$ cat src/hw/dli_params.svh
// Constants of the display-list interpreter: field positions, codes, counts
`ifndef DLI_PARAMS_SVH
`define DLI_PARAMS_SVH

// ****************************************
// Header field positions
// ****************************************
`define DLI_TYPE_HI 31
`define DLI_TYPE_LO 24
`define DLI_CMD_HI 23
`define DLI_CMD_LO 16
`define DLI_CNT_HI 23
`define DLI_CNT_LO 16
`define DLI_ADDR_HI 15
`define DLI_ADDR_LO 0
`define DLI_FLAG_VBL 0
`define DLI_VTX_HI 1
`define DLI_VTX_LO 0

// ****************************************
// Type codes
// ****************************************
`define DLI_T_PIXEL 8'h00
`define DLI_T_POINT_PLOT_DEPTH 8'h01
`define DLI_T_LINE 8'h02
`define DLI_T_LINE2I 8'h03
`define DLI_T_LINE2IP 8'h04
`define DLI_T_TRAP 8'h05
`define DLI_T_VTX2I 8'h06
`define DLI_T_VTX2IP 8'h07
`define DLI_T_RECTP 8'h09
`define DLI_T_BMPP 8'h0b
`define DLI_T_COPYP 8'h0d
`define DLI_T_COPYALTP 8'h0f
`define DLI_T_TEXP 8'h11
`define DLI_T_BLTTEXP 8'h13
`define DLI_T_VSET 8'h70
`define DLI_T_VSETP 8'h71
`define DLI_T_DRAW 8'hf0
`define DLI_T_REGSET 8'hf1
`define DLI_T_WAIT 8'hfc
`define DLI_T_IRQ 8'hfd
`define DLI_T_NOP 8'hff

// ****************************************
// Draw sub-codes
// ****************************************
`define DLI_C_PIXEL 8'h00
`define DLI_C_POINT_PLOT_DEPTH 8'h01
`define DLI_G_LINE 3'h1
`define DLI_G_BLT 3'h2
`define DLI_G_TRI 3'h3
`define DLI_G_FLUSH 3'h6
`define DLI_G_SHAPE 3'h7
`define DLI_C_FILL 8'h41
`define DLI_C_PATDRAW 8'h42
`define DLI_C_BITMAP 8'h43
`define DLI_C_COPY_UL 8'h44
`define DLI_C_COPY_LR 8'h47
`define DLI_C_TEXLOAD 8'h48
`define DLI_C_TILELOAD 8'h49
`define DLI_C_RTRI 8'h60
`define DLI_C_FLAGFAN 8'h63
`define DLI_C_PIX_DRAIN 8'hc1
`define DLI_C_Z_DRAIN 8'hc2
`define DLI_C_SHAPE_START 8'he0
`define DLI_C_SHAPE_FINISH 8'he1
`define DLI_C_SHAPE_CLEAR 8'he2
`define DLI_C_NORMAL 8'hff

// ****************************************
// Reset values and host register map
// ****************************************
`define DLI_COORD_RESET 16'h0000
`define DLI_BOX_MIN_RESET 16'hffff
`define DLI_HOST_CTRL 32'h0000_0000
`define DLI_HOST_STAT 32'h0000_0004
`define DLI_HOST_DATA 32'h0000_0008
`define DLI_HOST_COUNT 32'h0000_000c
`define DLI_HOST_SRC 32'h0000_0010
`define DLI_HOST_DST_ADDR 32'h0000_0014
`define DLI_HOST_ADDR_DECODE_W 5

`endif

$ cat src/hw/dli_pkg.sv
// Types shared by the display-list interpreter ends
package dli_pkg;
    typedef enum logic [1:0] {DLI_SRC_CPU, DLI_SRC_DMA, DLI_SRC_GMEM} dli_src_t;
    typedef enum logic [2:0] {
        DLI_RK_NONE, DLI_RK_POINT, DLI_RK_LINE, DLI_RK_TRI,
        DLI_RK_BLT, DLI_RK_TEX, DLI_RK_SHAPE, DLI_RK_FLUSH
    } dli_rkind_t;
    typedef struct packed {
        logic [7:0] code;
        dli_rkind_t kind;
        logic y_major;
        logic no_end;
        logic dash_clr;
        logic anti;
        logic quick;
        logic [1:0] copy_corner;
        logic from_gmem;
    } dli_draw_t;
endpackage

$ cat src/hw/dli_if.sv
// Word link between list feeder and interpreter
`timescale 1ns/1ps
`default_nettype none
interface dli_if;
    logic [31:0] word;
    logic [1:0] src;
    logic valid;
    logic ready;
    modport feeder (output word, output src, output valid, input ready);
    modport interp (input word, input src, input valid, output ready);
endinterface
`default_nettype wire

$ cat src/hw/dli_decode.sv
// Header type and draw sub-code decoder
`timescale 1ns/1ps
`default_nettype none
`include "dli_params.svh"
module dli_decode (
    input wire logic [7:0] type_code,
    input wire logic [7:0] draw_code,
    output logic known,
    output dli_pkg::dli_draw_t draw
);
    import dli_pkg::*;

    // ****************************************
    // Decoder
    // ****************************************
    always_comb begin
        draw = '0;
        draw.code = draw_code;
        case (type_code)
            `DLI_T_PIXEL, `DLI_T_POINT_PLOT_DEPTH, `DLI_T_LINE, `DLI_T_LINE2I, `DLI_T_LINE2IP,
            `DLI_T_TRAP, `DLI_T_VTX2I, `DLI_T_VTX2IP, `DLI_T_RECTP, `DLI_T_BMPP,
            `DLI_T_COPYP, `DLI_T_COPYALTP, `DLI_T_TEXP, `DLI_T_BLTTEXP,
            `DLI_T_VSET, `DLI_T_VSETP, `DLI_T_DRAW, `DLI_T_REGSET,
            `DLI_T_WAIT, `DLI_T_IRQ, `DLI_T_NOP: known = 1'b1;
            default: known = 1'b0;
        endcase
        case (draw_code[7:5])
            3'h0: draw.kind = DLI_RK_POINT;
            `DLI_G_LINE: begin
                draw.kind = DLI_RK_LINE;
                draw.y_major = draw_code[0];
                draw.no_end = draw_code[1];
                draw.dash_clr = draw_code[2];
                draw.anti = draw_code[3];
                draw.quick = draw_code[4];
            end
            `DLI_G_BLT: begin
                draw.kind = (draw_code[3]) ? DLI_RK_TEX : DLI_RK_BLT;
                draw.copy_corner = draw_code[1:0];
                draw.from_gmem = (type_code == `DLI_T_BLTTEXP);
            end
            `DLI_G_TRI: draw.kind = DLI_RK_TRI;
            `DLI_G_FLUSH: draw.kind = DLI_RK_FLUSH;
            `DLI_G_SHAPE: draw.kind = DLI_RK_SHAPE;
            default: draw.kind = DLI_RK_NONE;
        endcase
    end
endmodule
`default_nettype wire

$ cat src/hw/dli_interp.sv
// Display-list interpreter, device end
// Operation
// - Execute commands strictly in list order
// - Accept words from CPU, DMA, graphics memory
// - Type 31:24, code 23:16, count words
// - Vertex 10 triangle only; 11 forbidden (vertex-set accepts 10 for any command; only quick lines flag it)
// - Decode type codes per code table
// - Interrupt command pulses host request, continues
// - Wait command holds until vertical sync
// - Register-set writes consecutive registers from address
// - Vertex-set loads X, Y into vertex
// - Packed vertex: Y high, X low
// - Shape start begins bounding rectangle
// - Shape finish fills, clears shape flags
// - Pixel drain flushes pixel pipeline
// - Depth drain flushes depth values
// - Draw command uses preloaded registers
// - Line sub-code bits decoded individually
// - Fast line direction from start vertex
// - Decode fill, copy, texture, triangle, shape
// - Copy starts at chosen corner
// - Texture load may come from graphics memory
// - Point plot, optional depth
`timescale 1ns/1ps
`default_nettype none
`include "dli_params.svh"
module dli_interp (
    input wire logic CLK,
    input wire logic RESET,
    dli_if.interp LIST,
    input wire logic VSYNC,
    input wire logic ENGINE_READY,
    output logic HOST_IRQ,
    output logic REG_WE,
    output logic [15:0] REG_ADDR,
    output logic [31:0] REG_DATA,
    output logic DRAW_GO,
    output dli_pkg::dli_draw_t DRAW_CMD,
    output logic [7:0] DRAW_TYPE,
    output logic [31:0] DRAW_PARAM,
    output logic DRAW_PARAM_VALID,
    output logic [1:0] VERTEX_SEL,
    output logic [15:0] VERTEX_X,
    output logic [15:0] VERTEX_Y,
    output logic VERTEX_WE,
    output logic [63:0] SHAPE_BOX,
    output logic SHAPE_FLAG_CLR,
    output logic PIXEL_DRAIN,
    output logic DEPTH_DRAIN,
    output logic BAD_VERTEX,
    output logic BUSY
);
    import dli_pkg::*;

    typedef enum logic [2:0] {
        DLI_S_HEAD, DLI_S_PARAM, DLI_S_WAIT, DLI_S_ISSUE, DLI_S_VTX_X, DLI_S_VTX_Y
    } dli_state_t;

    typedef struct packed {
        dli_state_t st;
        logic [7:0] type_code;
        logic [7:0] left;
        logic [15:0] addr;
        logic [1:0] vtx;
        logic shape_on;
        logic vs_sync1;
        logic vs_sync2;
        logic vs_prev;
        logic irq;
        logic reg_we;
        logic [31:0] reg_data;
        logic draw_go;
        dli_draw_t draw;
        logic [31:0] param;
        logic param_valid;
        logic vtx_we;
        logic [15:0] vx;
        logic [15:0] vy;
        logic [15:0] xmin;
        logic [15:0] ymin;
        logic [15:0] xmax;
        logic [15:0] ymax;
        logic flag_clr;
        logic pix_drain;
        logic z_drain;
        logic bad_vtx;
    } dli_core_t;

    dli_core_t s_reg;
    dli_core_t s_next;
    logic known;
    dli_draw_t dec;
    logic take;
    logic is_tri;

    // ****************************************
    // Header decode
    // ****************************************
    dli_decode u_dec (
        .type_code(LIST.word[`DLI_TYPE_HI:`DLI_TYPE_LO]),
        .draw_code(LIST.word[`DLI_CMD_HI:`DLI_CMD_LO]),
        .known(known),
        .draw(dec)
    );

    // Vertex check allows code 10 only when a triangle may use it
    function automatic logic vtx_bad(input logic [1:0] v, input logic tri_ok);
        vtx_bad = (v == 2'b11) || (v == 2'b10 && !tri_ok);
    endfunction

    // ****************************************
    // Next-state logic
    // ****************************************
    assign is_tri = (dec.kind == DLI_RK_TRI) || (LIST.word[`DLI_TYPE_HI:`DLI_TYPE_LO] == `DLI_T_VSET)
        || (LIST.word[`DLI_TYPE_HI:`DLI_TYPE_LO] == `DLI_T_VSETP);
    // Source id is not needed: all three feeds share one ordered stream
    assign take = LIST.valid && LIST.ready;
    assign LIST.ready = (s_reg.st == DLI_S_HEAD) || (s_reg.st == DLI_S_PARAM)
        || (s_reg.st == DLI_S_VTX_X) || (s_reg.st == DLI_S_VTX_Y);

    always_comb begin
        s_next = s_reg;
        s_next.vs_sync1 = VSYNC;
        s_next.vs_sync2 = s_reg.vs_sync1;
        s_next.vs_prev = s_reg.vs_sync2;
        s_next.irq = 1'b0;
        s_next.reg_we = 1'b0;
        s_next.draw_go = 1'b0;
        s_next.param_valid = 1'b0;
        s_next.vtx_we = 1'b0;
        s_next.flag_clr = 1'b0;
        s_next.pix_drain = 1'b0;
        s_next.z_drain = 1'b0;
        s_next.bad_vtx = 1'b0;
        case (s_reg.st)
            DLI_S_HEAD: begin
                if (take) begin
                    s_next.type_code = LIST.word[`DLI_TYPE_HI:`DLI_TYPE_LO];
                    s_next.left = LIST.word[`DLI_CNT_HI:`DLI_CNT_LO];
                    s_next.addr = LIST.word[`DLI_ADDR_HI:`DLI_ADDR_LO] - 16'h0001;
                    s_next.vtx = LIST.word[`DLI_VTX_HI:`DLI_VTX_LO];
                    s_next.draw = dec;
                    if (!known) begin
                        s_next.st = DLI_S_HEAD;
                    end else begin
                        case (LIST.word[`DLI_TYPE_HI:`DLI_TYPE_LO])
                            `DLI_T_IRQ: s_next.irq = 1'b1;
                            `DLI_T_WAIT: begin
                                if (LIST.word[`DLI_FLAG_VBL]) s_next.st = DLI_S_WAIT;
                            end
                            `DLI_T_REGSET: begin
                                if (LIST.word[`DLI_CNT_HI:`DLI_CNT_LO] != 8'h00) begin
                                    s_next.st = DLI_S_PARAM;
                                end
                            end
                            `DLI_T_VSET, `DLI_T_VSETP: begin
                                if (dec.code == `DLI_C_SHAPE_START) begin
                                    s_next.shape_on = 1'b1;
                                    s_next.xmin = `DLI_BOX_MIN_RESET;
                                    s_next.ymin = `DLI_BOX_MIN_RESET;
                                    s_next.xmax = `DLI_COORD_RESET;
                                    s_next.ymax = `DLI_COORD_RESET;
                                end
                                if (vtx_bad(LIST.word[`DLI_VTX_HI:`DLI_VTX_LO], is_tri)) begin
                                    s_next.bad_vtx = 1'b1;
                                end
                                s_next.st = DLI_S_VTX_X;
                            end
                            `DLI_T_DRAW: s_next.st = DLI_S_ISSUE;
                            `DLI_T_NOP: s_next.st = DLI_S_HEAD;
                            default: begin
                                // Other draw types, packed or not: header only, issued as one draw; no parameter words are taken
                                s_next.st = DLI_S_ISSUE;
                                if (dec.quick && vtx_bad(LIST.word[`DLI_VTX_HI:`DLI_VTX_LO], 1'b0))
                                begin
                                    s_next.bad_vtx = 1'b1;
                                end
                            end
                        endcase
                    end
                end
            end
            DLI_S_PARAM: begin
                if (take) begin
                    s_next.reg_we = 1'b1;
                    s_next.reg_data = LIST.word;
                    s_next.addr = s_reg.addr + 16'h0001;
                    s_next.left = s_reg.left - 8'h01;
                    if (s_reg.left == 8'h01) s_next.st = DLI_S_HEAD;
                end
            end
            DLI_S_VTX_X: begin
                if (take) begin
                    if (s_reg.type_code == `DLI_T_VSETP) begin
                        s_next.vx = LIST.word[15:0];
                        s_next.vy = LIST.word[31:16];
                        s_next.vtx_we = 1'b1;
                        s_next.st = DLI_S_HEAD;
                    end else begin
                        s_next.vx = LIST.word[15:0];
                        s_next.st = DLI_S_VTX_Y;
                    end
                end
            end
            DLI_S_VTX_Y: begin
                if (take) begin
                    s_next.vy = LIST.word[15:0];
                    s_next.vtx_we = 1'b1;
                    s_next.st = DLI_S_HEAD;
                end
            end
            DLI_S_WAIT: begin
                if (s_reg.vs_sync2 && !s_reg.vs_prev) s_next.st = DLI_S_HEAD;
            end
            DLI_S_ISSUE: begin
                // Engine back-pressure holds the list, keeping order intact
                if (ENGINE_READY) begin
                    s_next.draw_go = 1'b1;
                    s_next.st = DLI_S_HEAD;
                    if (s_reg.type_code == `DLI_T_DRAW) begin
                        s_next.pix_drain = (s_reg.draw.code == `DLI_C_PIX_DRAIN);
                        s_next.z_drain = (s_reg.draw.code == `DLI_C_Z_DRAIN);
                        if (s_reg.draw.code == `DLI_C_SHAPE_FINISH) begin
                            s_next.flag_clr = 1'b1;
                            s_next.shape_on = 1'b0;
                        end
                    end
                end
            end
            default: s_next.st = DLI_S_HEAD;
        endcase
        // Bounding box grows on each vertex loaded while a shape is open
        if (s_reg.vtx_we && s_reg.shape_on) begin
            if (s_reg.vx < s_reg.xmin) s_next.xmin = s_reg.vx;
            if (s_reg.vy < s_reg.ymin) s_next.ymin = s_reg.vy;
            if (s_reg.vx > s_reg.xmax) s_next.xmax = s_reg.vx;
            if (s_reg.vy > s_reg.ymax) s_next.ymax = s_reg.vy;
        end
    end

    always_ff @(posedge CLK) begin
        if (RESET) begin
            s_reg <= '0;
            s_reg.xmin <= `DLI_BOX_MIN_RESET;
            s_reg.ymin <= `DLI_BOX_MIN_RESET;
        end else begin
            s_reg <= s_next;
        end
    end

    // ****************************************
    // Outputs
    // ****************************************
    assign HOST_IRQ = s_reg.irq;
    assign REG_WE = s_reg.reg_we;
    assign REG_ADDR = s_reg.addr;
    assign REG_DATA = s_reg.reg_data;
    assign DRAW_GO = s_reg.draw_go;
    assign DRAW_CMD = s_reg.draw;
    assign DRAW_TYPE = s_reg.type_code;
    assign DRAW_PARAM = s_reg.param;
    assign DRAW_PARAM_VALID = s_reg.param_valid;
    assign VERTEX_SEL = s_reg.vtx;
    assign VERTEX_X = s_reg.vx;
    assign VERTEX_Y = s_reg.vy;
    assign VERTEX_WE = s_reg.vtx_we;
    assign SHAPE_BOX = {s_reg.ymax, s_reg.xmax, s_reg.ymin, s_reg.xmin};
    assign SHAPE_FLAG_CLR = s_reg.flag_clr;
    assign PIXEL_DRAIN = s_reg.pix_drain;
    assign DEPTH_DRAIN = s_reg.z_drain;
    assign BAD_VERTEX = s_reg.bad_vtx;
    assign BUSY = (s_reg.st != DLI_S_HEAD);
endmodule
`default_nettype wire

$ cat src/flat_wrapper.sv
// flat-port wrapper written by rule: the top's interface ports become plain ports
module dli_interp_flat import dli_pkg::*;
  (CLK, RESET, VSYNC, ENGINE_READY, HOST_IRQ, REG_WE, REG_ADDR, REG_DATA, DRAW_GO, DRAW_CMD, DRAW_TYPE, DRAW_PARAM, DRAW_PARAM_VALID, VERTEX_SEL, VERTEX_X, VERTEX_Y, VERTEX_WE, SHAPE_BOX, SHAPE_FLAG_CLR, PIXEL_DRAIN, DEPTH_DRAIN, BAD_VERTEX, BUSY, LIST_word, LIST_src, LIST_valid, LIST_ready);
  dli_if LIST_i ();
  input wire logic CLK;
  input wire logic RESET;
  input wire logic VSYNC;
  input wire logic ENGINE_READY;
  output logic HOST_IRQ;
  output logic REG_WE;
  output logic [15:0] REG_ADDR;
  output logic [31:0] REG_DATA;
  output logic DRAW_GO;
  output dli_pkg::dli_draw_t DRAW_CMD;
  output logic [7:0] DRAW_TYPE;
  output logic [31:0] DRAW_PARAM;
  output logic DRAW_PARAM_VALID;
  output logic [1:0] VERTEX_SEL;
  output logic [15:0] VERTEX_X;
  output logic [15:0] VERTEX_Y;
  output logic VERTEX_WE;
  output logic [63:0] SHAPE_BOX;
  output logic SHAPE_FLAG_CLR;
  output logic PIXEL_DRAIN;
  output logic DEPTH_DRAIN;
  output logic BAD_VERTEX;
  output logic BUSY;
  input wire logic [$bits(LIST_i.word)-1:0] LIST_word;
  input wire logic [$bits(LIST_i.src)-1:0] LIST_src;
  input wire logic [$bits(LIST_i.valid)-1:0] LIST_valid;
  output wire logic [$bits(LIST_i.ready)-1:0] LIST_ready;
  assign LIST_i.word = LIST_word;
  assign LIST_i.src = LIST_src;
  assign LIST_i.valid = LIST_valid;
  assign LIST_ready = LIST_i.ready;
  dli_interp u_core (.CLK(CLK), .RESET(RESET), .LIST(LIST_i), .VSYNC(VSYNC), .ENGINE_READY(ENGINE_READY), .HOST_IRQ(HOST_IRQ), .REG_WE(REG_WE), .REG_ADDR(REG_ADDR), .REG_DATA(REG_DATA), .DRAW_GO(DRAW_GO), .DRAW_CMD(DRAW_CMD), .DRAW_TYPE(DRAW_TYPE), .DRAW_PARAM(DRAW_PARAM), .DRAW_PARAM_VALID(DRAW_PARAM_VALID), .VERTEX_SEL(VERTEX_SEL), .VERTEX_X(VERTEX_X), .VERTEX_Y(VERTEX_Y), .VERTEX_WE(VERTEX_WE), .SHAPE_BOX(SHAPE_BOX), .SHAPE_FLAG_CLR(SHAPE_FLAG_CLR), .PIXEL_DRAIN(PIXEL_DRAIN), .DEPTH_DRAIN(DEPTH_DRAIN), .BAD_VERTEX(BAD_VERTEX), .BUSY(BUSY));
endmodule
$ cat config.mk
export PLATFORM = sky130hd
export DESIGN_NAME = dli_interp_flat
export DESIGN_NICKNAME = d
export VERILOG_FILES = /design/src/hw/dli_pkg.sv /design/src/hw/dli_if.sv /design/src/hw/dli_decode.sv /design/src/hw/dli_interp.sv /design/src/flat_wrapper.sv
export VERILOG_INCLUDE_DIRS = /design/src /design/src/hw
export SDC_FILE = /design/constraint.sdc
export NUM_CORES = 1
export LEC_CHECK = 0
export BUFFER_PORTS_ARGS = -buffer_cell sky130_fd_sc_hd__buf_2
export CAP_MARGIN = 20
export CORE_MARGIN = 2
export CORE_UTILIZATION = 40
export DETAILED_ROUTE_END_ITERATION = 6
export HOLD_SLACK_MARGIN = 0.08
export REMOVE_ABC_BUFFERS = 1
export SLEW_MARGIN = 20
export SYNTH_ARGS = -nofsm -noshare
export SYNTH_HDL_FRONTEND = slang
export SYNTH_SLANG_ARGS = --single-unit
$ cat constraint.sdc
create_clock -name CLK -period 6.5 [get_ports CLK]
set_input_delay 1.3 -clock CLK [delete_from_list [all_inputs] [get_ports CLK]]
set_output_delay 1.3 -clock CLK [all_outputs]
set_load 0.01 [all_outputs]
## Word-level counts from Yosys, hierarchy flattened

Index checks and enable logic that the tools add are counted.

| storage, ports and cells | value |
|---|---|
| bits in latches | 0 |
| ROM bits | 0 |
| memory bits (writable) | 0 |
| bits of input ports | 39 |
| word-level logic and storage cells | 190 |
| register bits after elaboration | 196 |
| output and inout bits | 216 |
| memories | 0 |

| cells by class | value |
|---|---|
| mux-type cells | 51 |
| order comparisons | 4 |
| bitwise operators | 7 |
| equality and inequality tests | 56 |
| div/mod/pow operators | 0 |
| shift operators | 0 |
| add/subtract/negate cells | 3 |
| multipliers | 0 |
| reduce and logical (&&, ||, !) cells | 36 |

Operators with widths:

| kind | number |
|---|---|
| $mux 64 | 6 |
| $mux 16 | 6 |
| $eq 8x8->1 const B | 10 |
| $mux 33 | 2 |
| $pmux 24 s2 | 1 |
| $mux 38 | 1 |
| $pmux 3 s6 | 2 |
| $mux 3 | 11 |
| $eq 8x3->1 const B | 4 |
| $eq 8x4->1 const B | 4 |
| $gt 16x16->1 | 2 |
| $lt 16x16->1 | 2 |
| $pmux 16 s2 | 1 |
| $eq 8x7->1 const B | 3 |
| $mux 24 | 1 |
| $reduce_or 21->1 | 1 |
| $add 16x1->16 const B | 1 |
| $eq 8x1->1 const B | 2 |
| $eq 8x2->1 const B | 2 |
| $eq 8x5->1 const B | 2 |
| $ne 2x1->1 const B | 8 |
| $sub 16x1->16 const B | 1 |
| $eq 3x2->1 const B | 5 |
| $mux 1 | 15 |
| 27 further kinds | 64 |

## Longest topological paths before layout

| logic depth | value |
|---|---|
| depth in word-level cells | 10 |
| gate-level depth with buffers | 9 |
| mapped depth without buffers | 7 |

## By module

A second synthesis with hierarchy kept.

| second synthesis, totals | value |
|---|---|
| cell total of the unflattened synthesis | 1,501 |
| area total of the unflattened synthesis | 11,946.5 sq um |

By module, submodules not included:

| module | area an instance (sq um) | seq. area each (sq um) | cells each | instances |
|---|---|---|---|---|
| dli_interp | 11,668.7 | 3,923.8 | 1,454 | 1 |
| dli_decode | 277.8 | 0.0 | 47 | 1 |

## Worst setup path before layout

Ideal clock, no wire load.

| timing | value |
|---|---|
| path type | input-to-reg |
| start point | input port LIST_word[0] |
| end point | register u_core.s_reg, in the netlist u_core.REG_ADDR[10] |
| library setup time | 131 ps |
| arrival time | 2,901 ps |
| setup slack | 3,468 ps |
| buffers on the path | 2 |
| stages | 9 |
| cell sequence | buf_2 inv_1 ha_1 or3b_2 buf_2 nor4b_1 xor2_1 a22oi_1 a21oi_1 |

| between the ends | value |
|---|---|
| word-level cells in the longest chain between the ends | 3 |

RTL lines:

| element | line | text |
|---|---|---|
| start: declaration | flat_wrapper.sv:28 | `input wire logic [$bits(LIST_i.word)-1:0] LIST_word;` |
| $sub 16x1->16 | dli_interp.sv:140 | `` s_next.addr = LIST.word[`DLI_ADDR_HI:`DLI_ADDR_LO] - 16'h0001; `` |
| $mux 38 | dli_interp.sv:137 | `if (take) begin` |
| $pmux 24 s2 | dli_interp.sv:135 | `case (s_reg.st)` |
| end signal: assignment | dli_interp.sv:247 | `s_reg <= s_next;` |
| end: declaration | dli_interp.sv:89 | `dli_core_t s_reg;` |

Every way passes these cells. The select of a mux whose other input is x is not followed.
A chain may end at the register's enable or synchronous reset.

==> reports/metrics.cfg <==
[global_route]
overflow=0
grt_pass1_wl_um=50600
grt_pass1_vias=9104
antenna_found_initial=2
grt_max_degree=62
grtUsageTotal=0.208

[routing]
drc_errors=0
viasPerCell=5.20
routedWlPerCell_um=17.2
first_iter_violations=601
antenna_left=0
via_count=9675
firstDrtPassIters=5
wirelength_um=31900

[floorplanning]
initial_core_util=0.405
die_area_um2=30300
die_w_um=174
io_pins=255
core_area_um2=28600
rows=62
die_h_um=174

[pwr]
irDropWorstVdd_uv=163
pwr_density_cell_nw_per_um2=208
p_leak_uw=0.00553
finalPower_uw=2530

[clock_tree]
clkTransAtPathRegs_ps=90
ctsResizeCount=0
cts-htree-levels=4
cts_root_buf=clkbuf_16
cts_made_buffers=17
cts_tree=done
numClockSinks=196
postCtsSetupBuffers=0
cts_buffer_depth=2
cts_hold_buffers=0
clock_latency_ps=440

[logic_synthesis]
synthArstFlopShare=0
yosys_warnings=0
syn_avg_cell_area_um2=7.95
yosys.area.top_type=dfxtp_1
synth_area_leaders=dfxtp_1 (34%), buf_4 (14%), nand2_1 (8.0%), ha_1 (7.3%), mux2i_1 (5.6%)
synth_cells=1456
ys_top_cells_by_count=nand2_1 (248), buf_4 (213), dfxtp_1 (196)
synth_cell_type_count=68
synth_seq_area_share=0.339
synth_ff_type=dfxtp_1
syn_area_um2=11600
synth_edf_count=0
synth_top_area_share=0.339
synth_seq_cells=196
yosysMostFrequentCell=nand2_1

[setup_path]
arrival_ps=3470
cp.required_ps=6840
reg2reg_depth=6
reg2reg_setup_slack_ps=3760
reg2reg_from=u_core.VERTEX_Y[5]
path_class=input port to flop
cpPeakStageDelay_ps=620
crit_chain=buf_4 > buf_4 > buf_4 > nor2_1 > a32o_1
cp-start-kind=input port
critPathMaxFanout=61
end_kind=flop
critPathTopFamily=buffers and inverters
critPathSlowestCell=buf_4
timing.rr.end=u_core.SHAPE_BOX[53]
path_buf_inv=3
cp_common_cell=buf_4

[job]
drv_cap=0

[sta]
tightest_slew_ps=1090
rsz0062_at_grt=false
fin_setup_tns_ps=0
period_minus_slack_ps=3130
finalHoldViolCount=0
setup_viol=0
fmax_mhz=320
fin_crit_sh=0.481
slew_viol_final=0
final.setup_skew_ps=13.2
max_slew_margin=0.274

[finish]
syn_to_final_growth_pct=5.07
largest_reg_flops=64
nFillCells=2931
multi_input_area_um2=5660
drive_above_1_share=0.190
seq_area_um2=3920
nets=1569

[hold_path]
whs_path_depth=1
hp-start=u_core.s_next[189]
min_to=u_core.s_next[188]
hp-class=flop to flop

[outcome]
status=completed

[place]
portBuffers=219
gp_congestion=0.829
hpwl_um=23200

==> through the flow <==
step	hold slack, ps	cell area [um^2]	std cells	setup slack [ps]	util
2_1_floorplan	414	9840	1209	3060	-
3_3_place_gp	421	11500	1824	2860	0.403
3_5_place_dp	425	11500	1825	2760	0.403
4_1_cts	446	12100	1857	3210	0.424
5_1_grt	470	12200	1859	3230	0.425
6_report	445	12200	1860	3370	0.425
==> layout make-up <==
class / instances / area share
multi-input cells: 938 / 0.465
flip-flops and latches: 196 / 0.322
clock inverters: 14 / 0.0130
well taps: 384 / 0.0395
repair buffers: 234 / 0.101
inverters: 75 / 0.0231
diodes: 1 / 0.000206
clock buffers: 18 / 0.0361
==> cells by family (layout without fill, tap and decap cells) <==
kind of cell,after synthesis,count (layout),share of synthesized area
multiplexers,65,65,0.0562
AND/OR/NAND/NOR,497,497,0.188
buffers and inverters,354,341,0.185
other,1,34,0.000324
AO/OA/AOI/OAI,262,262,0.149
adder cells (fa/ha/maj),68,68,0.0735
XOR/XNOR,13,13,0.00983
flip-flops,196,196,0.339
==> power by group <==
| group | leakage [uW] | switching (uW) | internal [uW] | total (uW) |
|---|---|---|---|---|
| combinational | 0.00365 | 153 | 63.4 | 216 |
| sequential | 0.00159 | 21.3 | 1220 | 1240 |
| clock | 0.000294 | 544 | 532 | 1080 |
==> placed cells by master, fill, tap and decap left out, types with 17 or more instances in the layout <==
master     synthesis  layout
a211oi_1          17      17
inv_1             73      73
conb_1             1      33
a21oi_1          105     105
o21ai_0           39      39
mux2i_1           65      65
nand2_1          248     248
nor2_1           129     126
dfxtp_1          196     196
nand3_1           22      22
clkbuf_16          0      17
nand4_1           17      17
buf_2             10     218
nor3_1            21      21
a22oi_1           18      18
ha_1              68      68
==> per-layer routing <==
layer / wire, um / share of wire / track usage / up-vias
li1: - / - / - / 4730
met1: 14800 / 0.46 / 0.284 / 4580
met2: 14300 / 0.45 / 0.331 / 323
met3: 2130 / 0.067 / 0.0490 / 40
met4: 654 / 0.020 / 0.0546 / 2
met5: 7 / 0.00022 / 0 / -
==> how the worst max path moves through the flow <==
stage | startpoint | endpoint | slack (ps) | depth (start not counted)
finish | RESET | u_core.REG_ADDR[9] | 3370 | 5
global route | RESET | u_core.REG_ADDR[9] | 3230 | 5
CTS | LIST_valid | u_core.VERTEX_Y[15] | 3210 | 6
detailed placement | LIST_valid | u_core.VERTEX_Y[15] | 2760 | 6
global placement | LIST_valid | u_core.VERTEX_X[9] | 2860 | 6
floorplan | LIST_valid | u_core.SHAPE_BOX[32] | 3060 | 4
(Power assumes the default switching activity.)
